[src/verilog/rgm_pkg.sv]
package rgm_pkg;
  // register byte offsets
  localparam logic [7:0] DES_OFS = 8'h00;
  localparam logic [7:0] FES_OFS = 8'h04;
  localparam logic [7:0] FESS_OFS = 8'h08;
  localparam logic [7:0] FBRE_OFS = 8'h0c;
  localparam logic [7:0] CTRL_OFS = 8'h10;
  localparam logic [7:0] STAT_OFS = 8'h14;
  localparam logic [7:0] IRQ_ST_OFS = 8'h18;
  localparam logic [7:0] IRQ_MK_OFS = 8'h1c;
  // field positions
  localparam int CTRL_EXIT_BIT = 0;
  localparam int STAT_SAFE_BIT = 3;
  localparam int STAT_BUSY_BIT = 4;
  localparam int IRQ_DES_BIT = 0;
  localparam int IRQ_FES_BIT = 1;
  localparam int IRQ_REFUSE_BIT = 2;
  localparam int IRQ_W = 3;
  // reset values
  localparam logic [31:0] FESS_RST = 32'h0000_0000;
  localparam logic [31:0] FBRE_RST = 32'h0000_0000;
  localparam logic [IRQ_W-1:0] IRQ_MK_RST = 3'h0;
  // timing: clock and phase lengths
  localparam int CLK_NS = 8;
  localparam int PH1_NS = 1000;
  localparam int PH2_NS = 1000;
  localparam int PH3_NS = 500;
  localparam int CNT_W = 8;
  localparam logic [CNT_W-1:0] PH1_CYC = CNT_W'((PH1_NS + CLK_NS - 1) / CLK_NS);
  localparam logic [CNT_W-1:0] PH2_CYC = CNT_W'((PH2_NS + CLK_NS - 1) / CLK_NS);
  localparam logic [CNT_W-1:0] PH3_CYC = CNT_W'((PH3_NS + CLK_NS - 1) / CLK_NS);
  // reset sequence phases
  typedef enum logic [1:0] {
    PH_IDLE = 2'b00,
    PH_RESET_FIRST = 2'b01,
    PH_RESET_SECOND = 2'b10,
    PH_RESET_THIRD = 2'b11
  } rgm_phase_type;
endpackage

[src/verilog/rgm_clr_sync.sv]
`timescale 1ns/1ps
module rgm_clr_sync import rgm_pkg::*; #(
  parameter int W = 16
) (
  input wire logic pclk, // system clock
  input wire logic presetn, // async reset, active low
  input wire logic flush, // drop any clear in flight
  input wire logic [W-1:0] req, // one-cycle clear request
  output logic [W-1:0] apply, // clear applies to flags now
  output logic busy // a clear is in flight
);
  typedef struct packed {
    logic [W-1:0] stage;
    logic [W-1:0] apply;
  } rgm_sync_type;

  rgm_sync_type s_r, s_nxt;

  // two-stage clear pipe; a flush throws the pending clear away but
  // leaves the pipe empty, so the next request runs normally
  always_comb
  begin
    s_nxt = s_r;
    s_nxt.stage = flush ? '0 : req;
    s_nxt.apply = flush ? '0 : s_r.stage;
  end

  always_ff @(posedge pclk or negedge presetn)
  begin
    if (!presetn)
    begin
      s_r <= '0;
    end
    else
    begin
      s_r <= s_nxt;
    end
  end

  assign apply = s_r.apply;
  assign busy = |{s_r.stage, s_r.apply};
endmodule

[src/verilog/rgm_reset_gen.sv]
// How it works
// [RQ1] flag clear finishes through two-stage sync
// [RQ2] reset aborts pending clear, next clears unaffected
// [RQ3] software reads status back before software reset
// [RQ4] short select starts at third phase
// [RQ5] per-source pad enable and short select
// [RQ6] software avoids pad enable with short select
// [RQ7] fallback exit refused while cause active
// [RQ8] software removes cause before clearing flag
// [RQ9] hardware sets flags, write one clears
//
// The APB slave port and the placing of the registers were left to the implementer.
`timescale 1ns/1ps
module rgm_reset_gen import rgm_pkg::*; #(
  parameter int NDES = 8,
  parameter int NFUNC = 8
) (
  input wire logic pclk, // system clock, 125 MHz
  input wire logic presetn, // async reset, active low
  input wire logic psel, // apb select
  input wire logic penable, // apb access phase
  input wire logic pwrite, // apb direction
  input wire logic [7:0] paddr, // apb byte address
  input wire logic [31:0] pwdata, // apb write data
  output logic [31:0] prdata, // apb read data
  output logic pready, // apb ready
  output logic pslverr, // apb error on unmapped address
  input wire logic [NDES-1:0] des_event, // destructive reset sources
  input wire logic [NFUNC-1:0] func_event, // functional reset sources
  input wire logic [NFUNC-1:0] safe_cause, // fallback mode causes, levels
  output logic [1:0] reset_phase, // current sequence phase
  output logic sys_reset, // high while a sequence runs
  output logic ext_reset_pad, // drive external reset pad
  output logic safe_mode, // fallback mode active
  output logic irq // level interrupt
);
  localparam int CW = NDES + NFUNC;

  typedef struct packed {
    logic [NDES-1:0] des_m;
    logic [NDES-1:0] des_s;
    logic [NDES-1:0] des_p;
    logic [NFUNC-1:0] fun_m;
    logic [NFUNC-1:0] fun_s;
    logic [NFUNC-1:0] fun_p;
    logic [NFUNC-1:0] saf_m;
    logic [NFUNC-1:0] saf_s;
    logic [NDES-1:0] des_flag;
    logic [NFUNC-1:0] fes_flag;
    logic [NFUNC-1:0] fess;
    logic [NFUNC-1:0] fbre;
    logic [IRQ_W-1:0] irq_st;
    logic [IRQ_W-1:0] irq_mk;
    rgm_phase_type phase;
    logic [CNT_W-1:0] cnt;
    logic pad;
    logic safe;
    logic [31:0] prdata;
    logic pslverr;
  } rgm_state_type;

  rgm_state_type s_r, s_nxt;
  logic [NDES-1:0] des_rise;
  logic [NFUNC-1:0] fun_rise;
  logic acc_wr;
  logic start;
  logic short_seq;
  logic pad_req;
  logic exit_req;
  logic refused;
  logic [CW-1:0] clr_req;
  logic [CW-1:0] clr_apply;
  logic clr_busy;
  logic [IRQ_W-1:0] irq_w1c;

  // edge detect on the second sync stage only
  assign des_rise = s_r.des_s & ~s_r.des_p;
  assign fun_rise = s_r.fun_s & ~s_r.fun_p;
  assign acc_wr = psel && penable && pwrite;
  assign start = (s_r.phase == PH_IDLE) && ((|des_rise) || (|fun_rise));
  // destructive events always take the long path
  assign short_seq = !(|des_rise) && ((fun_rise & ~s_r.fess) == '0); // RQ4
  // the pad follows the enables of the functional sources that fired, also with short; any destructive event always drives it
  assign pad_req = (|des_rise) || (|(fun_rise & s_r.fbre)); // RQ5
  assign exit_req = acc_wr && (paddr == CTRL_OFS) && pwdata[CTRL_EXIT_BIT];
  assign refused = exit_req && (|s_r.saf_s); // RQ7

  // software flag clears pass through the sync pipe; a starting sequence
  // aborts a clear in flight, which then leaves the flag set
  rgm_clr_sync #(
    .W(CW)
  ) u_clr_sync (
    .pclk(pclk),
    .presetn(presetn),
    .flush(start), // RQ2
    .req(clr_req), // RQ1
    .apply(clr_apply),
    .busy(clr_busy)
  );

  // write-one-to-clear requests from the bus
  always_comb
  begin
    clr_req = '0;
    irq_w1c = '0;
    if (acc_wr && paddr == DES_OFS)
    begin
      clr_req[NDES-1:0] = pwdata[NDES-1:0]; // RQ9
    end
    if (acc_wr && paddr == FES_OFS)
    begin
      clr_req[CW-1:NDES] = pwdata[NFUNC-1:0]; // RQ9
    end
    if (acc_wr && paddr == IRQ_ST_OFS)
    begin
      irq_w1c = pwdata[IRQ_W-1:0];
    end
  end

  // next state of the whole block
  always_comb
  begin
    s_nxt = s_r;
    s_nxt.des_m = des_event;
    s_nxt.des_s = s_r.des_m;
    s_nxt.des_p = s_r.des_s;
    s_nxt.fun_m = func_event;
    s_nxt.fun_s = s_r.fun_m;
    s_nxt.fun_p = s_r.fun_s;
    s_nxt.saf_m = safe_cause;
    s_nxt.saf_s = s_r.saf_m;
    // read data is latched in the setup phase so it sits in a flop
    if (psel && !penable)
    begin
      s_nxt.pslverr = 1'b0;
      unique case (paddr)
        DES_OFS: s_nxt.prdata = 32'(s_r.des_flag);
        FES_OFS: s_nxt.prdata = 32'(s_r.fes_flag);
        FESS_OFS: s_nxt.prdata = 32'(s_r.fess);
        FBRE_OFS: s_nxt.prdata = 32'(s_r.fbre);
        CTRL_OFS: s_nxt.prdata = 32'h0000_0000;
        STAT_OFS: s_nxt.prdata = 32'({clr_busy, s_r.safe, s_r.pad, s_r.phase});
        IRQ_ST_OFS: s_nxt.prdata = 32'(s_r.irq_st);
        IRQ_MK_OFS: s_nxt.prdata = 32'(s_r.irq_mk);
        default:
        begin
          s_nxt.prdata = 32'h0000_0000;
          s_nxt.pslverr = 1'b1;
        end
      endcase
    end
    // configuration writes
    if (acc_wr && paddr == FESS_OFS)
    begin
      s_nxt.fess = pwdata[NFUNC-1:0]; // RQ5
    end
    if (acc_wr && paddr == FBRE_OFS)
    begin
      s_nxt.fbre = pwdata[NFUNC-1:0]; // RQ5
    end
    if (acc_wr && paddr == IRQ_MK_OFS)
    begin
      s_nxt.irq_mk = pwdata[IRQ_W-1:0];
    end
    // flags: a new event wins over a clear landing the same cycle
    s_nxt.des_flag = (s_r.des_flag & ~clr_apply[NDES-1:0]) | des_rise; // RQ9
    s_nxt.fes_flag = (s_r.fes_flag & ~clr_apply[CW-1:NDES]) | fun_rise; // RQ9
    s_nxt.irq_st = (s_r.irq_st & ~irq_w1c) | {refused, |fun_rise, |des_rise};
    // fallback mode: the cause level, not the flag, holds the mode
    if (|s_r.saf_s)
    begin
      s_nxt.safe = 1'b1; // RQ7
    end
    else if (exit_req)
    begin
      s_nxt.safe = 1'b0;
    end
    // reset sequencer; events during a sequence are flagged only
    unique case (s_r.phase)
      PH_IDLE:
      begin
        if (start)
        begin
          s_nxt.phase = short_seq ? PH_RESET_THIRD : PH_RESET_FIRST; // RQ4
          s_nxt.cnt = short_seq ? PH3_CYC - 1'b1 : PH1_CYC - 1'b1;
          s_nxt.pad = pad_req; // RQ5
        end
      end
      PH_RESET_FIRST:
      begin
        s_nxt.cnt = s_r.cnt - 1'b1;
        if (s_r.cnt == '0)
        begin
          s_nxt.phase = PH_RESET_SECOND;
          s_nxt.cnt = PH2_CYC - 1'b1;
        end
      end
      PH_RESET_SECOND:
      begin
        s_nxt.cnt = s_r.cnt - 1'b1;
        if (s_r.cnt == '0)
        begin
          s_nxt.phase = PH_RESET_THIRD;
          s_nxt.cnt = PH3_CYC - 1'b1;
        end
      end
      PH_RESET_THIRD:
      begin
        s_nxt.cnt = s_r.cnt - 1'b1;
        if (s_r.cnt == '0)
        begin
          s_nxt.phase = PH_IDLE;
          s_nxt.cnt = '0;
          s_nxt.pad = 1'b0;
        end
      end
    endcase
  end

  // state register
  always_ff @(posedge pclk or negedge presetn)
  begin
    if (!presetn)
    begin
      s_r <= '0;
      s_r.fess <= FESS_RST[NFUNC-1:0];
      s_r.fbre <= FBRE_RST[NFUNC-1:0];
      s_r.irq_mk <= IRQ_MK_RST;
      s_r.phase <= PH_IDLE;
    end
    else
    begin
      s_r <= s_nxt;
    end
  end

  // outputs; zero wait states keep the bus simple
  assign prdata = s_r.prdata;
  assign pready = 1'b1;
  assign pslverr = s_r.pslverr;
  assign reset_phase = s_r.phase;
  assign sys_reset = (s_r.phase != PH_IDLE);
  assign ext_reset_pad = s_r.pad;
  assign safe_mode = s_r.safe;
  assign irq = |(s_r.irq_st & s_r.irq_mk);

  // a clear request reaches the flags two cycles later unless flushed
  a_clear_two_cyc: assert property (@(posedge pclk) disable iff (!presetn) // RQ1
    (clr_req[NDES] && !start) ##1 !start |-> ##1 clr_apply[NDES])
    else $error("clear did not apply after two cycles");
  a_clear_lands: assert property (@(posedge pclk) disable iff (!presetn) // RQ9
    (clr_apply[NDES] && !fun_rise[0]) |=> !s_r.fes_flag[0])
    else $error("applied clear left flag set");
  a_set_wins: assert property (@(posedge pclk) disable iff (!presetn) // RQ9
    fun_rise[0] |=> s_r.fes_flag[0])
    else $error("event lost against clear");
  a_flush_empty: assert property (@(posedge pclk) disable iff (!presetn) // RQ2
    start |=> !clr_busy)
    else $error("clear survived a sequence start");
  a_short_third: assert property (@(posedge pclk) disable iff (!presetn) // RQ4
    (start && short_seq) |=> (s_r.phase == PH_RESET_THIRD) && (s_r.cnt == PH3_CYC - 1'b1))
    else $error("short sequence not at third phase");
  a_long_first: assert property (@(posedge pclk) disable iff (!presetn) // RQ4
    (start && !short_seq) |=> (s_r.phase == PH_RESET_FIRST) && (s_r.cnt == PH1_CYC - 1'b1))
    else $error("long sequence not at first phase");
  a_pad_follow: assert property (@(posedge pclk) disable iff (!presetn) // RQ5
    start |=> (ext_reset_pad == $past(pad_req)) && sys_reset)
    else $error("pad does not follow source enables");
  a_safe_hold: assert property (@(posedge pclk) disable iff (!presetn) // RQ7
    (|s_r.saf_s) |=> safe_mode && !(exit_req && !safe_mode))
    else $error("fallback mode left with cause active");
endmodule
[config.mk]
export PLATFORM = sky130hd
export DESIGN_NAME = rgm_reset_gen
export DESIGN_NICKNAME = d
export VERILOG_FILES = /design/src/verilog/rgm_pkg.sv /design/src/verilog/rgm_clr_sync.sv /design/src/verilog/rgm_reset_gen.sv
export SDC_FILE = /design/constraint.sdc
export NUM_CORES = 1
export LEC_CHECK = 0
export CAP_MARGIN = 30
export CORE_AREA = 2 2 127 129
export CTS_CLUSTER_DIAMETER = 200
export DETAILED_ROUTE_END_ITERATION = 10
export DIE_AREA = 0 0 129 131
export DONT_BUFFER_PORTS = 1
export PLACE_DENSITY = 0.61
export SETUP_SLACK_MARGIN = 0.1
export SLEW_MARGIN = 0
export SYNTH_ARGS = -nofsm -noshare
export SYNTH_HDL_FRONTEND = slang
export SYNTH_SLANG_ARGS = --single-unit
[constraint.sdc]
create_clock -name pclk -period 2.4 [get_ports pclk]
set_input_delay 0.24 -clock pclk [delete_from_list [all_inputs] [get_ports pclk]]
set_output_delay 0.24 -clock pclk [all_outputs]
set_load 0.01 [all_outputs]
==> reports/metrics.yaml <==
status: "complete, but fails checks"
violations: "negative hold slack"
power.total_mw: 5.47
p_seq_frac: 0.497
pwr-share-clk: 0.467
criticalPathCategory: "flip-flop to flip-flop"
tritoncts: "yes"
clock_path_buffers: 2
holdBufCountCts: 34
rrSetupSlack_ps: 310
vias_per_cell: 5.03
r2r-start: "s_nxt[129]"
cp-end-kind: "flip-flop"
reg2reg_to: "u_clr_sync.s_r[25]"
reg2regPathDepth: 6
grt_max_degree: 156
syn_area_per_cell_um2: 12.6
routedWlPerCell_um: 17.4
synth_edf_count: 0
hold_class: "input port to asynchronous set/reset pin"
powerDensity_nw_per_um2: 757
swShare: 0.206
diodes: 0
netlist.area_leader.share: 0.623
chipWidth_um: 129
yosysTopAreaCell: "dfrtp_1"
nNetsFinal: 600
setup_viol: 0
p_comb_frac: 0.036
netlist_area_um2: 6220
crit_path_max_fanout: 11
rsz0062_at_grt: "false"
wirelength_um: 13200
maxSlewHeadroom: 0.532
drv_slew: 0
arrival_ps: 2440
final_cell_mix: "155 x dfrtp_1, 34 x dlygate4sd3_1, 33 x and2_1, 25 x conb_1, 24 x nand2_1"
grt_overflow_total: 0
crit_slowest_cell: "a2111oi_4"
drt-initial-drc-count: 266
synthCells: 494
synthArstFlopShare: 1.00
layout_commonest_cell: "dfrtp_1"
cts-root-buf: "clkbuf_16"
max_freq_mhz: 479
drcViolationCount: 0
cts_resized: 0
required_ps: 2760
p_leak_nw: 3.13
period_share: 0.870
ys_seq_area_frac: 0.623
min_period_ps: 2090
yosysWarningCount: 0
via_count: 3820
power.switching_mw: 1.13
post_cts_buffers: 0
maxCapViolations: 0
grt_util_met1: 0.224
grtUsageMet2: 0.259
io_pins: 109
fin_skew_ps: 9.13
num_rows: 46
area_growth_pct: 16.1
place_hpwl_um: 9240
antenna_found_initial: 0
htreeDepth: 4
hold_slack_ps: -483
clk_latency_ps: 430
ir_drop_mv: 0.507
cts_buffers: 17
start_util: 0.399
setup_tns_ps: 0
dr.pass1.iters: 5
portBuffers: 0
yosys-top-cells-area: "dfrtp_1 62%, buf_4 4.3%, mux2_2 4.0%"
grt_pass1_wl_um: 21100
worstMarginPinSlew_ps: 696
start_kind: "flip-flop"
cts.clk_slew.worst_paths_ps: 60
cts.sink_count: 155
grt_use_total: 0.169
drtAntennaViolNets: 0
synth_flop_cell: "dfrtp_1"
hold_violations: 155
die_y_um: 131
gp_congestion: 0.844
path_cells: "nor2b_1 > nor4_2 > nand4_1 > buf_4 > a2111oi_4 > and2_1"
grt_util_met3: 0.0505
cpPeakStageDelay_ps: 540
drive_gt1_frac: 0.147
top_usage_layer: "met2"
yosysUniqueCellTypes: 62
synth.ff_latch_count: 155
core_area_um2: 15600
intPower_mw: 4.34
die-area_um2: 16900
grt_pass1_vias: 3803
[worst max-delay path, delay by kind of cell (launching register included)]
family	cells	cell delay [ps]
AO/OA/AOI/OAI	1	540
buffers and inverters	1	200
flip-flops	1	370
AND/OR/NAND/NOR	4	910
[synth_stat cells, types with 3 or more instances]
master and instances:
dfrtp_1 155, buf_4 36, and2_1 33, nand2_1 24, inv_1 23, mux2_2 22, o21ai_0 18, nor2b_1 16
a21o_1 15, nor2_1 15, nor4_1 14, a22o_1 7, a22oi_1 7, nand3_1 7, nor3b_1 7, a21oi_1 6
clkbuf_1 6, nand4_1 6, a31oi_1 4, mux4_2 4, o21bai_1 4, a211oi_1 3, buf_2 3, nand2b_1 3
nand3b_1 3, nor2_2 3, o22ai_1 3
[worst max-delay path by stage]
stage	from	endpoint	slack [ps]	depth (start not counted)
after floorplan	s_nxt[103]	u_clr_sync.s_r[24]	650	6
after detailed placement	s_nxt[129]	u_clr_sync.s_r[25]	260	6
final	s_nxt[129]	u_clr_sync.s_r[25]	310	6
after global routing	s_nxt[129]	u_clr_sync.s_r[25]	130	6
after global placement	s_nxt[129]	u_clr_sync.s_r[30]	290	6
after CTS	s_nxt[129]	u_clr_sync.s_r[25]	250	6
[registers in the layout, summed over array words and instances (netlist names)]
register	count
s_r	70
s_nxt	40
u_clr_sync.apply	16
u_clr_sync.s_r	16
prdata	8
reset_phase	2
ext_reset_pad	1
pslverr	1
safe_mode	1
[area by class of cell]
class                           count  area [um2]
Clock buffer                       26         509
Fill cell                        1389        8370
Clock inverter                      6        58.8
Tap cell                          216         270
Inverter                           24        90.1
Timing Repair Buffer               42         400
Sequential cell                   155        3880
Multi-Input combinational cell    290        2020
[power by group through the flow]
stage / clock, mW / combinational (mW) / sequential [mW]
after CTS: 2.61 / 0.198 / 2.72
after global routing: 2.73 / 0.219 / 2.73
after detailed placement: 0 / 0.143 / 2.77
final: 2.55 / 0.198 / 2.72
after global placement: 0 / 0.142 / 2.76
after floorplan: 0 / 0.160 / 2.76
[kinds of logic after synthesis]
family,synth area share
flip-flops,0.623
other,0.00121
AO/OA/AOI/OAI,0.0989
buffers and inverters,0.0659
adder cells (fa/ha/maj),0.00201
multiplexers,0.0575
AND/OR/NAND/NOR,0.150
XOR/XNOR,0.00141
[metal layers]
layer	wire, um	share of wire
met1	5840	0.44
met2	6200	0.47
met3	804	0.061
met4	344	0.026
met5	0	0
[metrics by stage]
step	hold WS, ps	worst slack [ps]	cells	utilization	cell area [um2]
global placement	-46.3	289	693	0.405	6320
detailed placement	-45.5	258	693	0.405	6320
finish	-483	313	759	0.464	7230
floorplan	-55.6	654	517	-	6310
global route	-500	132	759	0.464	7230
CTS	-501	248	759	0.464	7230
(Power assumes the default switching activity.)
